==> config.mk <==
export PLATFORM = sky130hd
export DESIGN_NAME = ssq_sequencer
export DESIGN_NICKNAME = d
export VERILOG_FILES = /design/src/ssq_pkg.sv /design/src/ssq_sequencer.sv
export SDC_FILE = /design/constraint.sdc
export NUM_CORES = 1
export LEC_CHECK = 0
export BUFFER_PORTS_ARGS = -buffer_cell sky130_fd_sc_hd__clkbuf_2
export CAP_MARGIN = 20
export CORE_ASPECT_RATIO = 1.25
export CORE_UTILIZATION = 31
export CTS_CLUSTER_SIZE = 25
export DETAILED_ROUTE_END_ITERATION = 10
export PLACE_DENSITY = 0.54
export SYNTH_ARGS = -nofsm -noshare
export SYNTH_HDL_FRONTEND = slang
export SYNTH_SLANG_ARGS = --single-unit
==> constraint.sdc <==
create_clock -name CORE_CLK_I -period 5.25 [get_ports CORE_CLK_I]
set_input_delay 0.525 -clock CORE_CLK_I [delete_from_list [all_inputs] [get_ports CORE_CLK_I]]
set_output_delay 0.525 -clock CORE_CLK_I [all_outputs]
set_load 0.01 [all_outputs]
==> src/ssq_pkg.sv <==
/*
  Constants, types and timing decode shared by the conversion sequencer.
  Assumes a 125 MHz core clock and a 32-bit Avalon-MM register bus with byte addresses.
*/
// ============================================================
// How it works
// - Prescaler runs while enable is set and is held reset while it is low.
// - A written start begins converting on the next converter clock rising edge.
// - Normal conversion lasts 13 converter cycles, sample-and-hold at 1.5 cycles.
// - First conversion after enabling lasts 25 cycles, sample-and-hold at 13.5.
// - Completion stores result, sets done flag, clears start bit in single mode.
// - A trigger event resets the prescaler so trigger-to-start delay is fixed.
// - Triggered conversion samples 2 cycles after trigger, lasts 13.5 cycles.
// - Free running restarts at completion with start bit high; 2.5 and 14 cycles.
// - Channel and reference pass a holding register, locked once converting.
// - Selection tracking resumes in the last converter cycle before completion.
// - A selection change made in a safe window affects the next conversion.
// - Enabled idle single mode with interrupt on starts converting once CPU halts in idle or noise-reduction sleep.
// - Completion still raises the interrupt request after an early wake.
// - Other sleep modes do not disable the converter automatically.
// - Start bit reads one throughout any conversion; hardware clears it in single mode.
// - Trigger edges during conversion are ignored; a held trigger does not restart.
// - Low byte read blocks result updates until high byte read; done still set.

package ssq_pkg;

  // Register byte offsets.
  localparam logic [4:0] OFS_CTRL_A = 5'h00;
  localparam logic [4:0] OFS_CTRL_B = 5'h04;
  localparam logic [4:0] OFS_SELECT = 5'h08;
  localparam logic [4:0] OFS_RES_LO = 5'h0C;
  localparam logic [4:0] OFS_RES_HI = 5'h10;
  localparam logic [4:0] OFS_STATUS = 5'h14;

  // Field positions of converter_control_status_a.
  localparam int BIT_ENABLE = 7;
  localparam int BIT_START = 6;
  localparam int BIT_AUTO = 5;
  localparam int BIT_DONE = 4;
  localparam int BIT_IE = 3;
  localparam int BIT_DIV_LSB = 0;
  // Other fields.
  localparam int BIT_FREE = 0;
  localparam int BIT_REF = 6;
  localparam int BIT_CHAN_LSB = 0;
  localparam int BIT_BUSY = 1;
  localparam int BIT_LOCK = 0;

  // Reset values.
  localparam logic [2:0] RST_DIV = 3'h0;
  localparam logic [31:0] RST_RDATA = 32'h0000_0000;

  // Sleep mode codes reported by the core.
  localparam logic [1:0] SLP_IDLE = 2'h1;
  localparam logic [1:0] SLP_NOISE = 2'h2;

  // Conversion timing in half converter-clock periods.
  localparam logic [5:0] HALF_TOT_FIRST = 6'h32;  // 25 cycles
  localparam logic [5:0] HALF_TOT_NORMAL = 6'h1A; // 13 cycles
  localparam logic [5:0] HALF_TOT_AUTO = 6'h1B;   // 13.5 cycles
  localparam logic [5:0] HALF_TOT_FREE = 6'h1C;   // 14 cycles
  localparam logic [5:0] HALF_SH_FIRST = 6'h1B;   // 13.5 cycles
  localparam logic [5:0] HALF_SH_NORMAL = 6'h03;  // 1.5 cycles
  localparam logic [5:0] HALF_SH_AUTO = 6'h04;    // 2 cycles
  localparam logic [5:0] HALF_SH_FREE = 6'h05;    // 2.5 cycles

  typedef enum logic [1:0] {
    ST_IDLE = 2'b00,
    ST_WAIT = 2'b01,
    ST_CONV = 2'b10
  } ssq_state_type;

  typedef enum logic [1:0] {
    MD_FIRST = 2'b00,
    MD_NORMAL = 2'b01,
    MD_AUTO = 2'b10,
    MD_FREE = 2'b11
  } ssq_mode_type;

  typedef struct packed {
    logic ref_sel;
    logic [3:0] chan;
  } ssq_sel_type;

  // Mask of prescaler bits below the selected tap: the half period minus one.
  function automatic logic [6:0] ssq_half_mask(input logic [2:0] div);
    unique case (div)
      3'h0, 3'h1: ssq_half_mask = 7'h00;
      3'h2: ssq_half_mask = 7'h01;
      3'h3: ssq_half_mask = 7'h03;
      3'h4: ssq_half_mask = 7'h07;
      3'h5: ssq_half_mask = 7'h0F;
      3'h6: ssq_half_mask = 7'h1F;
      3'h7: ssq_half_mask = 7'h3F;
    endcase
  endfunction : ssq_half_mask

  function automatic logic [5:0] ssq_total(input ssq_mode_type md);
    unique case (md)
      MD_FIRST: ssq_total = HALF_TOT_FIRST;
      MD_NORMAL: ssq_total = HALF_TOT_NORMAL;
      MD_AUTO: ssq_total = HALF_TOT_AUTO;
      MD_FREE: ssq_total = HALF_TOT_FREE;
    endcase
  endfunction : ssq_total

  function automatic logic [5:0] ssq_sample(input ssq_mode_type md);
    unique case (md)
      MD_FIRST: ssq_sample = HALF_SH_FIRST;
      MD_NORMAL: ssq_sample = HALF_SH_NORMAL;
      MD_AUTO: ssq_sample = HALF_SH_AUTO;
      MD_FREE: ssq_sample = HALF_SH_FREE;
    endcase
  endfunction : ssq_sample

endpackage : ssq_pkg

==> src/ssq_sequencer.sv <==
/*
  Timing and control sequencer of a 10-bit successive-approximation converter,
  with its Avalon-MM register slave.
  Assumes the analog core samples on SAMPLE_O and presents its result on SAR_RESULT_I
  when the conversion ends; sleep status comes from logic on the same clock.
*/
// Chosen here: the register offsets and the Avalon-MM slave port.
`timescale 1ns/100ps
`default_nettype none

module ssq_sequencer (
  input wire logic CORE_CLK_I,
  input wire logic NRST_I,
  input wire logic [4:0] AVS_ADDRESS_I,
  input wire logic AVS_READ_I,
  input wire logic AVS_WRITE_I,
  input wire logic [31:0] AVS_WRITEDATA_I,
  output logic [31:0] AVS_READDATA_O,
  output logic AVS_WAITREQUEST_O,
  input wire logic TRIGGER_I,
  input wire logic CPU_HALTED_I,
  input wire logic [1:0] SLEEP_MODE_I,
  input wire logic [9:0] SAR_RESULT_I,
  output logic ANALOG_ENABLE_O,
  output logic CONV_CLK_O,
  output logic SAMPLE_O,
  output logic [3:0] CHAN_SEL_O,
  output logic REF_SEL_O,
  output logic IRQ_O
);

  // ============================================================
  // Declarations
  logic en_reg, start_reg, auto_reg, done_reg, ie_reg, free_reg;
  logic [2:0] div_reg;
  ssq_pkg::ssq_sel_type sel_tmp_reg, sel_live_reg;
  logic [9:0] result_reg;
  logic lock_reg, first_reg, phase_reg, halted_prev_reg;
  logic [6:0] pre_reg;
  logic [5:0] hc_reg;
  ssq_pkg::ssq_state_type state_reg;
  ssq_pkg::ssq_mode_type mode_reg;
  logic trig_s1_reg, trig_s2_reg, trig_s3_reg, trig_lvl_reg;
  logic wait_reg, sample_reg, irq_reg;
  logic [31:0] rdata_reg;

  logic wr, rd, half_tick, rise_tick, idle, trig_rise, trig_start, sleep_start;
  logic conv_end, free_restart, last_cycle;
  logic [6:0] hmask;

  // ============================================================
  // Bus access and timing decode
  assign wr = AVS_WRITE_I & ~wait_reg;
  assign rd = AVS_READ_I & ~wait_reg;
  assign hmask = ssq_pkg::ssq_half_mask(div_reg);
  assign half_tick = ((pre_reg & hmask) == hmask);
  assign rise_tick = half_tick & ~phase_reg;
  assign idle = (state_reg == ssq_pkg::ST_IDLE);
  // The level only moves once the second and third stages agree.
  assign trig_rise = (trig_s2_reg == trig_s3_reg) & trig_s3_reg & ~trig_lvl_reg;
  // Edges while busy are dropped, and a held level never re-arms.
  assign trig_start = en_reg & auto_reg & ~free_reg & trig_rise & idle;
  // Only idle and noise-reduction sleep start a conversion; other modes leave the
  // converter running as it was.
  assign sleep_start = en_reg & idle & ~auto_reg & ie_reg & ~start_reg & CPU_HALTED_I
    & ~halted_prev_reg & (SLEEP_MODE_I == ssq_pkg::SLP_IDLE
    || SLEEP_MODE_I == ssq_pkg::SLP_NOISE);
  assign conv_end = (state_reg == ssq_pkg::ST_CONV) & half_tick
    & (hc_reg == ssq_pkg::ssq_total(mode_reg) - 6'h01);
  assign free_restart = conv_end & auto_reg & free_reg;
  assign last_cycle = hc_reg >= ssq_pkg::ssq_total(mode_reg) - 6'h02;

  // ============================================================
  // Avalon-MM slave: every access is answered one cycle after it appears.
  always_ff @(posedge CORE_CLK_I or negedge NRST_I) begin
    if (!NRST_I) begin
      wait_reg <= 1'b1;
    end else begin
      wait_reg <= ~(wait_reg & (AVS_READ_I | AVS_WRITE_I));
    end
  end

  always_ff @(posedge CORE_CLK_I or negedge NRST_I) begin
    if (!NRST_I) begin
      rdata_reg <= ssq_pkg::RST_RDATA;
    end else if (wait_reg & AVS_READ_I) begin
      rdata_reg <= ssq_pkg::RST_RDATA;
      unique case (AVS_ADDRESS_I)
        ssq_pkg::OFS_CTRL_A: begin
          rdata_reg[ssq_pkg::BIT_ENABLE] <= en_reg;
          rdata_reg[ssq_pkg::BIT_START] <= start_reg | ~idle;
          rdata_reg[ssq_pkg::BIT_AUTO] <= auto_reg;
          rdata_reg[ssq_pkg::BIT_DONE] <= done_reg;
          rdata_reg[ssq_pkg::BIT_IE] <= ie_reg;
          rdata_reg[ssq_pkg::BIT_DIV_LSB +: 3] <= div_reg;
        end
        ssq_pkg::OFS_CTRL_B: rdata_reg[ssq_pkg::BIT_FREE] <= free_reg;
        ssq_pkg::OFS_SELECT: begin
          rdata_reg[ssq_pkg::BIT_REF] <= sel_tmp_reg.ref_sel;
          rdata_reg[ssq_pkg::BIT_CHAN_LSB +: 4] <= sel_tmp_reg.chan;
        end
        ssq_pkg::OFS_RES_LO: rdata_reg[7:0] <= result_reg[7:0];
        ssq_pkg::OFS_RES_HI: rdata_reg[1:0] <= result_reg[9:8];
        ssq_pkg::OFS_STATUS: begin
          rdata_reg[ssq_pkg::BIT_BUSY] <= ~idle;
          rdata_reg[ssq_pkg::BIT_LOCK] <= lock_reg;
        end
        default: rdata_reg <= ssq_pkg::RST_RDATA;
      endcase
    end
  end

  // ============================================================
  // Control registers
  always_ff @(posedge CORE_CLK_I or negedge NRST_I) begin
    if (!NRST_I) begin
      en_reg <= 1'b0;
      auto_reg <= 1'b0;
      ie_reg <= 1'b0;
      div_reg <= ssq_pkg::RST_DIV;
      free_reg <= 1'b0;
      sel_tmp_reg <= '0;
    end else if (wr) begin
      if (AVS_ADDRESS_I == ssq_pkg::OFS_CTRL_A) begin
        en_reg <= AVS_WRITEDATA_I[ssq_pkg::BIT_ENABLE];
        auto_reg <= AVS_WRITEDATA_I[ssq_pkg::BIT_AUTO];
        ie_reg <= AVS_WRITEDATA_I[ssq_pkg::BIT_IE];
        div_reg <= AVS_WRITEDATA_I[ssq_pkg::BIT_DIV_LSB +: 3];
      end
      if (AVS_ADDRESS_I == ssq_pkg::OFS_CTRL_B) begin
        free_reg <= AVS_WRITEDATA_I[ssq_pkg::BIT_FREE];
      end
      if (AVS_ADDRESS_I == ssq_pkg::OFS_SELECT) begin
        sel_tmp_reg.ref_sel <= AVS_WRITEDATA_I[ssq_pkg::BIT_REF];
        sel_tmp_reg.chan <= AVS_WRITEDATA_I[ssq_pkg::BIT_CHAN_LSB +: 4];
      end
    end
  end

  // A written one sets the start bit and wins over a same-cycle hardware clear.
  always_ff @(posedge CORE_CLK_I or negedge NRST_I) begin
    if (!NRST_I) begin
      start_reg <= 1'b0;
    end else if (!en_reg) begin
      start_reg <= 1'b0;
    end else if ((wr && AVS_ADDRESS_I == ssq_pkg::OFS_CTRL_A
                 && AVS_WRITEDATA_I[ssq_pkg::BIT_START]) || sleep_start) begin
      start_reg <= 1'b1;
    end else if (conv_end && !free_restart) begin
      start_reg <= 1'b0;
    end
  end

  // Done flag: hardware set beats a software clear in the same cycle.
  always_ff @(posedge CORE_CLK_I or negedge NRST_I) begin
    if (!NRST_I) begin
      done_reg <= 1'b0;
    end else if (conv_end) begin
      done_reg <= 1'b1;
    end else if (wr && AVS_ADDRESS_I == ssq_pkg::OFS_CTRL_A
                 && AVS_WRITEDATA_I[ssq_pkg::BIT_DONE]) begin
      done_reg <= 1'b0;
    end
  end

  // The request follows the sticky flag, so an early wake cannot swallow it.
  always_ff @(posedge CORE_CLK_I or negedge NRST_I) begin
    if (!NRST_I) begin
      irq_reg <= 1'b0;
    end else begin
      irq_reg <= done_reg & ie_reg;
    end
  end

  // ============================================================
  // Prescaler and trigger synchroniser
  always_ff @(posedge CORE_CLK_I or negedge NRST_I) begin
    if (!NRST_I) begin
      pre_reg <= 7'h00;
      phase_reg <= 1'b0;
    end else if (!en_reg || trig_start) begin
      pre_reg <= 7'h00;
      phase_reg <= 1'b0;
    end else begin
      pre_reg <= pre_reg + 7'h01;
      phase_reg <= phase_reg ^ half_tick;
    end
  end

  always_ff @(posedge CORE_CLK_I or negedge NRST_I) begin
    if (!NRST_I) begin
      trig_s1_reg <= 1'b0;
      trig_s2_reg <= 1'b0;
      trig_s3_reg <= 1'b0;
      trig_lvl_reg <= 1'b0;
      halted_prev_reg <= 1'b0;
    end else begin
      trig_s1_reg <= TRIGGER_I;
      trig_s2_reg <= trig_s1_reg;
      trig_s3_reg <= trig_s2_reg;
      if (trig_s2_reg == trig_s3_reg) begin
        trig_lvl_reg <= trig_s3_reg;
      end
      halted_prev_reg <= CPU_HALTED_I;
    end
  end

  // ============================================================
  // Conversion sequencer
  always_ff @(posedge CORE_CLK_I or negedge NRST_I) begin
    if (!NRST_I) begin
      state_reg <= ssq_pkg::ST_IDLE;
      mode_reg <= ssq_pkg::MD_FIRST;
      hc_reg <= 6'h00;
    end else if (!en_reg) begin
      state_reg <= ssq_pkg::ST_IDLE;
      hc_reg <= 6'h00;
    end else begin
      unique case (state_reg)
        ssq_pkg::ST_IDLE: begin
          hc_reg <= 6'h00;
          if (trig_start) begin
            state_reg <= ssq_pkg::ST_CONV;
            mode_reg <= first_reg ? ssq_pkg::MD_FIRST : ssq_pkg::MD_AUTO;
          end else if (start_reg || sleep_start) begin
            state_reg <= ssq_pkg::ST_WAIT;
          end
        end
        ssq_pkg::ST_WAIT: begin
          if (rise_tick) begin
            state_reg <= ssq_pkg::ST_CONV;
            mode_reg <= first_reg ? ssq_pkg::MD_FIRST : ssq_pkg::MD_NORMAL;
          end
        end
        ssq_pkg::ST_CONV: begin
          if (conv_end) begin
            hc_reg <= 6'h00;
            if (free_restart) begin
              mode_reg <= ssq_pkg::MD_FREE;
            end else begin
              state_reg <= ssq_pkg::ST_IDLE;
            end
          end else if (half_tick) begin
            hc_reg <= hc_reg + 6'h01;
          end
        end
        default: state_reg <= ssq_pkg::ST_IDLE;
      endcase
    end
  end

  // The long first conversion is owed once per enable.
  always_ff @(posedge CORE_CLK_I or negedge NRST_I) begin
    if (!NRST_I) begin
      first_reg <= 1'b1;
    end else if (!en_reg) begin
      first_reg <= 1'b1;
    end else if (conv_end) begin
      first_reg <= 1'b0;
    end
  end

  always_ff @(posedge CORE_CLK_I or negedge NRST_I) begin
    if (!NRST_I) begin
      sample_reg <= 1'b0;
    end else begin
      sample_reg <= (state_reg == ssq_pkg::ST_CONV) & half_tick
        & (hc_reg == ssq_pkg::ssq_sample(mode_reg) - 6'h01);
    end
  end

  // Selection is frozen from start to the last cycle so the sampling capacitor
  // settles on one input; a change made meanwhile lands on the next conversion.
  always_ff @(posedge CORE_CLK_I or negedge NRST_I) begin
    if (!NRST_I) begin
      sel_live_reg <= '0;
    end else if (en_reg && (state_reg != ssq_pkg::ST_CONV || last_cycle)) begin
      sel_live_reg <= sel_tmp_reg;
    end
  end

  // ============================================================
  // Result registers with low-then-high read lock
  always_ff @(posedge CORE_CLK_I or negedge NRST_I) begin
    if (!NRST_I) begin
      lock_reg <= 1'b0;
    end else if (rd && AVS_ADDRESS_I == ssq_pkg::OFS_RES_LO) begin
      lock_reg <= 1'b1;
    end else if (rd && AVS_ADDRESS_I == ssq_pkg::OFS_RES_HI) begin
      lock_reg <= 1'b0;
    end
  end

  always_ff @(posedge CORE_CLK_I or negedge NRST_I) begin
    if (!NRST_I) begin
      result_reg <= 10'h000;
    end else if (conv_end && !lock_reg) begin
      result_reg <= SAR_RESULT_I;
    end
  end

  assign AVS_READDATA_O = rdata_reg;
  assign AVS_WAITREQUEST_O = wait_reg;
  assign ANALOG_ENABLE_O = en_reg;
  assign CONV_CLK_O = phase_reg;
  assign SAMPLE_O = sample_reg;
  assign CHAN_SEL_O = sel_live_reg.chan;
  assign REF_SEL_O = sel_live_reg.ref_sel;
  assign IRQ_O = irq_reg;
endmodule : ssq_sequencer

`default_nettype wire

Word-level counts from Yosys, hierarchy flattened
Memories as Yosys holds them, arrays and structs flattened.
Cells that the tools add are included.
Operators by class
  add/sub/neg operators: 5
  multipliers: 0
  divide/modulo/power cells: 0
  $lt $le $gt $ge: 1
  equality and inequality tests: 29
  shifts and indexed selects: 0
  mux-type cells: 37
  bitwise logic cells: 37
  reductions and logical operators: 28
Operators with widths (number)
  6-bit case mux with 4 select lines: 2
  1-bit bitwise AND: 24
  2-bit two-way mux: 11
  6-bit two-way mux: 3
  2-bit case mux with 3 select lines: 3
  6-bit == test: 2
  6-bit case mux with 2 select lines: 1
  6-bit by 1-bit subtractor with 6-bit output (second input constant): 2
  1-bit two-way mux: 11
  5-bit by 4-bit == test with 1-bit output (second input constant): 2
  5-bit == test (second input constant): 2
  3-bit != test (second input constant): 3
  1-bit NOT: 9
  2-bit == test (second input constant): 4
  1-bit logical AND: 8
  2-bit != test (second input constant): 4
  2-bit AND reduction: 4
  7-bit by 1-bit adder with 7-bit output (second input constant): 1
  7-bit bitwise AND: 1
  7-bit == test: 1
  7-bit two-way mux: 1
  6-bit by 1-bit adder with 6-bit output (second input constant): 1
  2-bit by 1-bit == test with 1-bit output (second input constant): 3
  6-bit greater-or-equal comparator: 1
  other kinds (22): 33
Storage, ports and cells
  bits in registers: 65
  bits in latches: 0
  RAM bits: 0
  memory bits (read-only): 48
  logic and storage cells: 166
  memories: 1
Memory list
  (name not given): depth 8, bits a word 6, read ports 1, clocked after memory_dff 0, write ports 0, RTL line ssq_pkg.sv:87  | unique case (div)

Depth between registers and ports, before layout
Gate-level depths: netlist of run 1.
  depth after elaboration: 13
  mapped depth: 10
  depth with buffers taken out: 10

Worst setup path before layout of run 1
OpenSTA, ideal clock, no wires.
  path type: reg-to-reg
  start: register mode_reg[1]
  end: register result_reg[0]
  setup time: 0.125 ns
  arrival: 2.086 ns
  data required time: 5.125 ns
  slack: 3.039 ns
  cell stages (with the launch flop): 8
  clock period less this slack: 2.211 ns
  path through: dfrtp_1 nor2b_1 ha_1 nor3b_1 nand4_1 or4_1 buf_6 mux2_4
On the way
  longest elaborated chain between the ends: 6
Ends and longest elaborated chain
  start: declaration: RTL line ssq_sequencer.sv:42  | ssq_pkg::ssq_mode_type mode_reg;
  start signal: assignment: RTL line ssq_sequencer.sv:213  | mode_reg <= ssq_pkg::MD_FIRST;
  start signal: assignment: RTL line ssq_sequencer.sv:224  | mode_reg <= first_reg ? ssq_pkg::MD_FIRST : ssq_pkg::MD_AUTO;
  start signal: assignment: RTL line ssq_sequencer.sv:232  | mode_reg <= first_reg ? ssq_pkg::MD_FIRST : ssq_pkg::MD_NORMAL;
  2-bit == test, or another cell as far along: RTL line ssq_pkg.sv:99  | unique case (md)
  6-bit case mux with 4 select lines *: RTL line ssq_pkg.sv:99
  6-bit by 1-bit subtractor with 6-bit output *: RTL line ssq_sequencer.sv:69  | & (hc_reg == ssq_pkg::ssq_total(mode_reg) - 6'h01);
  6-bit == test *: RTL line ssq_sequencer.sv:69
  1-bit bitwise AND *: RTL line ssq_sequencer.sv:69
  1-bit logical AND *: RTL line ssq_sequencer.sv:297  | end else if (conv_end && !lock_reg) begin
  end signal: assignment: RTL line ssq_sequencer.sv:296  | result_reg <= 10'h000;
  end signal: assignment: RTL line ssq_sequencer.sv:298  | result_reg <= SAR_RESULT_I;
  end: declaration: RTL line ssq_sequencer.sv:37  | logic [9:0] result_reg;
Every way passes the cells marked *; elsewhere a longest branch is shown, timed or not. The select of a mux whose other input is x is not followed.
A chain may end at the register's enable or synchronous reset.

Worst setup path after layout of run 1
  start: register mode_reg[1]
  end: register result_reg[4]
Same word-level chain as after synthesis.

==> flow_metrics.tcl, run 1 <==
set metrics [dict create \
    chipHeight_microns 123.5 \
    final-hold-violation-count 0 \
    cts_root_buf "clkbuf_16" \
    cts_setup_buffers 0 \
    ant_nets 0 \
    maxClockFrequency_mhz 348.5 \
    comb_power_share 0.287 \
    wl_mm 8.250 \
    tightest_slew_ps 866.8 \
    ir_worst_vdd_mv 0.1598 \
    power_mw 1.748 \
    slew_violations 0 \
    dpl_cell_area_sq_um 3940 \
    antenna_found_initial 0 \
    io_pins 97 \
    setup.worst_path.end_class "flip-flop" \
    muxShareOfSynthArea 0.1066 \
    reg2reg_depth 5 \
    finalCriticalPeriod_ps 2870 \
    floorplan.die_area_sq_um 12250 \
    clk_path_buf_depth 2 \
    io_buffers 48 \
    hold_path.class "in -> reg" \
    rrSetupSlack_ps 2380 \
    arrival_ps 3080 \
    ys_async_sr_fraction 1.000 \
    hpwl_mm 6.010 \
    clock_sinks 64 \
    setup_viol 0 \
    p_int_mw 1.171 \
    grt_pass1_wl_mm 13.70 \
    powerDensity_nw_per_um2 412.3 \
    relSlewSlack 0.4186 \
    post-route-drc-count 0 \
    layout-drive-gt1-share 0.2297 \
    yosys.area_share.adder 0.04785 \
    clock_latency_ps 330 \
    p_leak_nw 2.012 \
    hold_path.startpoint "TRIGGER_I" \
    path_clk_slew_ps 50 \
    cts_made_buffers 9 \
    netlist_instances 365 \
    synthDistinctLibCells 60 \
    finalCritPeriodShare 0.5466 \
    rsz0062_at_grt "false" \
    cts_resized 0 \
    synth_top_family_by_area "simple AND/OR/NAND/NOR gates" \
    via_count 2812 \
    final_area_sq_um 4240 \
    start_kind "flip-flop" \
    grt_remaining_overflow 0 \
    synthXorXnorAreaFrac 0.01435 \
    dr.pass1.iters 4 \
    setup_tns_ps 0 \
    holdWs_ps 305.9 \
    synthFlopType "dfrtp_1" \
    diodes 0 \
    htreeDepth 3 \
    finalWeightedCongestion 0.7754 \
    vias_per_cell 5.058 \
    clockPowerShare 0.343 \
    drtIter0Drc 150 \
    mostFrequentLayoutCells "62 x dfrtp_1, 47 x clkbuf_2, 30 x nand2_1" \
    ys_warn_count 0 \
    die_x_microns 99.20 \
    cts_tree "done" \
    setup_slack_ps 2380 \
    whs_path_depth 1 \
    synth_seq_area_share 0.4381 \
    cts_hold_buf 0 \
    p_switching_uw 577.9 \
    synth_simple_gate_area_share 0.1777 \
    synth_compound_area_frac 0.1336 \
    holdPathEnd "trig_s1_reg" \
    rows 44 \
    grt_max_degree 65 \
    drv_cap 0 \
    final_common_cell "dfrtp_1" \
    synth_area_sq_um 3661 \
    fin_nets 482 \
    synth-edff-count 0 \
    wire_per_inst_microns 14.84 \
    preCtsSetupSlack_ps 2383 \
    required_ps 5460 \
    initial_core_util 0.3167 \
    grt_pass1_vias 2731 \
    areaGrowthSynthToFinish_pct 15.82 \
    r2r-end "result_reg[4]" \
    syn_avg_cell_area_sq_um 10.03 \
    largest_reg_flops 10 \
    skew_ps 7.218 \
    pwr-share-seq 0.370 \
    crit_fanout 11 \
    crit_type "reg -> reg" \
    ys_ff_latch 64 \
    status "completed" \
    r2r_start "mode_reg[1]" \
    track_usage 0.1445 \
    core_area_sq_um 11560 \
    switching_share 0.3305 \
]
kinds of logic after synthesis:
family	after synthesis
AOI/OAI and AO/OA	76
xor gates and xnor gates	6
adders and majority gates	14
buffers and inverters	52
DFF	64
muxes	32
other	1
and+or+nand+nor	120
power groups by stage:
stage | Combinational (mW) | Sequential, mW | Clock, mW
final | 0.502 | 0.647 | 0.599
after floorplan | 0.375 | 0.644 | 0
after detailed placement | 0.504 | 0.656 | 0
after CTS | 0.509 | 0.648 | 0.608
after global placement | 0.497 | 0.654 | 0
after global routing | 0.576 | 0.659 | 0.630
cell type report:
class	instances	area [sq um]
clock buffers	13	260.3
clock inverters	3	40.04
fillers	1166	7321
inverters	15	56.30
multi-input cells	273	1852
flip-flops and latches	64	1604
well taps	138	172.7
repair buffers	50	255.2
synthesized netlist by cell type (2+ instances only):
cell       number  area share
clkbuf_1        9      0.0092
o21ai_0        22       0.030
dfstp_2         2       0.014
nor4_1          2      0.0034
nand4_1         2      0.0034
dfrtp_1        62        0.42
nand3b_1        2      0.0041
and3b_1         3      0.0072
mux2i_1         6       0.016
buf_2           2      0.0027
o31ai_1         5       0.010
a22oi_1         6       0.012
xnor2_1         5       0.012
a21oi_1        17       0.023
or4_1           3      0.0062
nand2_1        30       0.031
or3_1           2      0.0034
and2_1          4      0.0068
nor2b_1         6       0.010
nor2_1         16       0.016
mux2_4         10       0.041
a21oi_2         2      0.0048
ha_1           14       0.048
a211o_1         4      0.0096
o2111ai_1       2      0.0048
and3_1          6       0.010
inv_1          14       0.014
or2_2           2      0.0034
mux2_2         10       0.031
buf_4          24       0.049
mux2_1          6       0.018
nor3_2          2      0.0055
nand3_1        20       0.027
nor3_1          5      0.0068
nand2b_1        8       0.014
a21o_1          6       0.012
layer usage:
metal | vias to the layer above | global-route usage | part of all wire | wire [microns]
met5 | - | 0 | 0 | 0
met4 | 0 | 0.06801 | 0.016 | 129
met3 | 11 | 0.02431 | 0.044 | 366
met2 | 71 | 0.2318 | 0.48 | 3979
met1 | 1376 | 0.1902 | 0.46 | 3774
li1 | 1354 | - | - | -
critical path: stages, from the launching register on:
cell     delay, ps
dfrtp_1        430
or2_2          340
ha_1           430
nand4_1        270
or4_1          840
mux2_4         420
worst max path at each step:
stage                     cells past startpoint  slack (ps)       endpoint   startpoint
final                                         5        2380  result_reg[4]  mode_reg[1]
after global routing                          5        2250  result_reg[1]  mode_reg[1]
after CTS                                     5        2370  result_reg[4]  mode_reg[1]
after detailed placement                      5        2380  result_reg[2]  mode_reg[1]
after global placement                        5        2420  result_reg[4]  mode_reg[1]
after floorplan                               7        3040  result_reg[0]  mode_reg[1]
through the flow:
step | utilization | cells
floorplan | - | 389
global placement | 0.3408 | 540
detailed placement | 0.3408 | 540
CTS | 0.3668 | 556
global route | 0.3668 | 556
finish | 0.3668 | 556
No activity file was read; power rests on OpenSTA's default activity.
==> inputs of run 2 (changes only) <==
Clock period 5.25 ns to 2.7 ns, I/O delays scaled along.
==> run 2 against run 1 <==
Setup slack got worse by 2200 ps. Global-route usage rose by 0.40 points. Design area rose by 2.2%. First-iteration DRC count fell by 7.3%. Critical path depth rose by 5. Largest cell class unchanged. Largest power group unchanged.
==> flow_metrics.tcl, run 2 (synthesis results as in run 1) <==
set metrics [dict create \
    skew_ps 10.37 \
    rows 44 \
    hpwl_mm 6.127 \
    cts_hold_buf 1 \
    final_area_sq_um 4333 \
    post-route-drc-count 0 \
    grt_pass1_vias 2870 \
    io_pins 97 \
    final-hold-violation-count 0 \
    grt_pass1_wl_mm 14.06 \
    crit_type "reg -> reg" \
    hold_path.class "in -> reg" \
    crit_fanout 6 \
    power_mw 3.482 \
    cts_root_buf "clkbuf_16" \
    ant_nets 0 \
    dpl_cell_area_sq_um 4005 \
    stdcell_count 564 \
    via_count 2848 \
    clock_latency_ps 330 \
    cts_made_buffers 9 \
    wire_per_inst_microns 14.79 \
    core_area_sq_um 11560 \
    diodes 0 \
    cts_resized 0 \
    start_kind "flip-flop" \
    finalCritPeriodShare 0.9201 \
    clock_sinks 64 \
    status "completed" \
    clk_path_buf_depth 2 \
    ir_worst_vdd_mv 0.3593 \
    dr.pass1.iters 4 \
    wl_mm 8.344 \
    setup.worst_path.end_class "flip-flop" \
    placedCellCount 547 \
    mostFrequentLayoutCells "62 x dfrtp_1, 47 x clkbuf_2, 30 x nand2_1" \
    required_ps 2910 \
    die_x_microns 99.20 \
    setup_tns_ps 0 \
    floorplan.die_area_sq_um 12250 \
    p_leak_nw 2.060 \
    slew_violations 0 \
    arrival_ps 2690 \
    drtIter0Drc 139 \
    setup_viol 0 \
    path_clk_slew_ps 50 \
    grt_remaining_overflow 0 \
    maxClockFrequency_mhz 402.5 \
    largest_reg_flops 10 \
    path_cells "and3b_1, nor3_2, a21oi_2, inv_1, ha_1, nand2b_1, nand3b_1, a211o_1, o31a_1, mux2_1" \
    finalWeightedCongestion 0.7635 \
    htreeDepth 3 \
    powerDensity_nw_per_um2 803.6 \
    vias_per_cell 5.050 \
    io_buffers 48 \
    tightest_slew_ps 634.0 \
    crit_family "compound AO/OA/AOI/OAI gates" \
    drv_cap 0 \
    initial_core_util 0.3167 \
    worstPathBufferInverterCount 1 \
    rsz0062_at_grt "false" \
    final_common_cell "dfrtp_1" \
    areaGrowthSynthToFinish_pct 18.35 \
    fin_nets 490 \
    crit_path_max_incr_delay_ps 440 \
    track_usage 0.1485 \
    chipHeight_microns 123.5 \
    layout-drive-gt1-share 0.2465 \
    finalCriticalPeriod_ps 2484 \
    cp_slowest_cell "dfrtp_1" \
    relSlewSlack 0.5734 \
    cts_tree "done" \
    antenna_found_initial 0 \
    cts_setup_buffers 0 \
    grt_max_degree 42 \
]
==> run 2: changes by cell type in the layout (fill, tap and decap cells not counted), sizes merged <==
cell         delta
clkbuf          -1
buf             +7
dlygate4sd3     +1
clkinvlp        +1
==> run 2: layer usage <==
layer	GRT usage	share of wire
met1	0.1889	0.45
met2	0.2409	0.49
met3	0.03674	0.044
met4	0.06250	0.018
met5	0	0
==> run 2: worst paths after layout <==
path                       cells past startpoint  slack, ps                 to         from
max reg2reg                                   10        220        mode_reg[1]   div_reg[1]
min                                            1         50        trig_s1_reg    TRIGGER_I
max                                           10        220        mode_reg[1]   div_reg[1]
min in group asynchronous                      2        490      CHAN_SEL_O[1]       NRST_I
min reg2reg                                    0        350        trig_s2_reg  trig_s1_reg
max in group asynchronous                      3       1520  AVS_WAITREQUEST_O       NRST_I
==> run 2: layout make-up <==
cell class	count	area (sq um)
Sequential cell	64	1604
Clock buffer	12	266.5
Multi-Input combinational cell	273	1852
Tap cell	138	172.7
Timing Repair Buffer	58	330.3
Inverter	15	56.30
Clock inverter	4	51.30
Fill cell	1156	7228
==> run 2: report_power, final <==
group          internal, mW  switching, mW
clock network         0.789          0.421
registers              1.11          0.151
logic                 0.435          0.581
==> run 2: worst reg2reg max path, cell delays in order, from the launching register on <==
cell and delay, ps:
dfrtp_1 440, and3b_1 220, nor3_2 170, a21oi_2 100, inv_1 130, ha_1 160
nand2b_1 120, nand3b_1 100, a211o_1 290, o31a_1 290, mux2_1 330
==> run 2: per-stage QoR <==
| stage | setup WS [ps] | util | hold WS, ps |
|---|---|---|---|
| 3_5_place_dp | 232.6 | 0.3464 | 324.8 |
| 2_1_floorplan | 489.3 | - | -25.59 |
| 3_3_place_gp | 291.4 | 0.3464 | 320.3 |
| 4_1_cts | 209.0 | 0.3748 | 39.07 |
| 6_report | 215.7 | 0.3748 | 46.83 |
| 5_1_grt | 69.07 | 0.3748 | 33.44 |
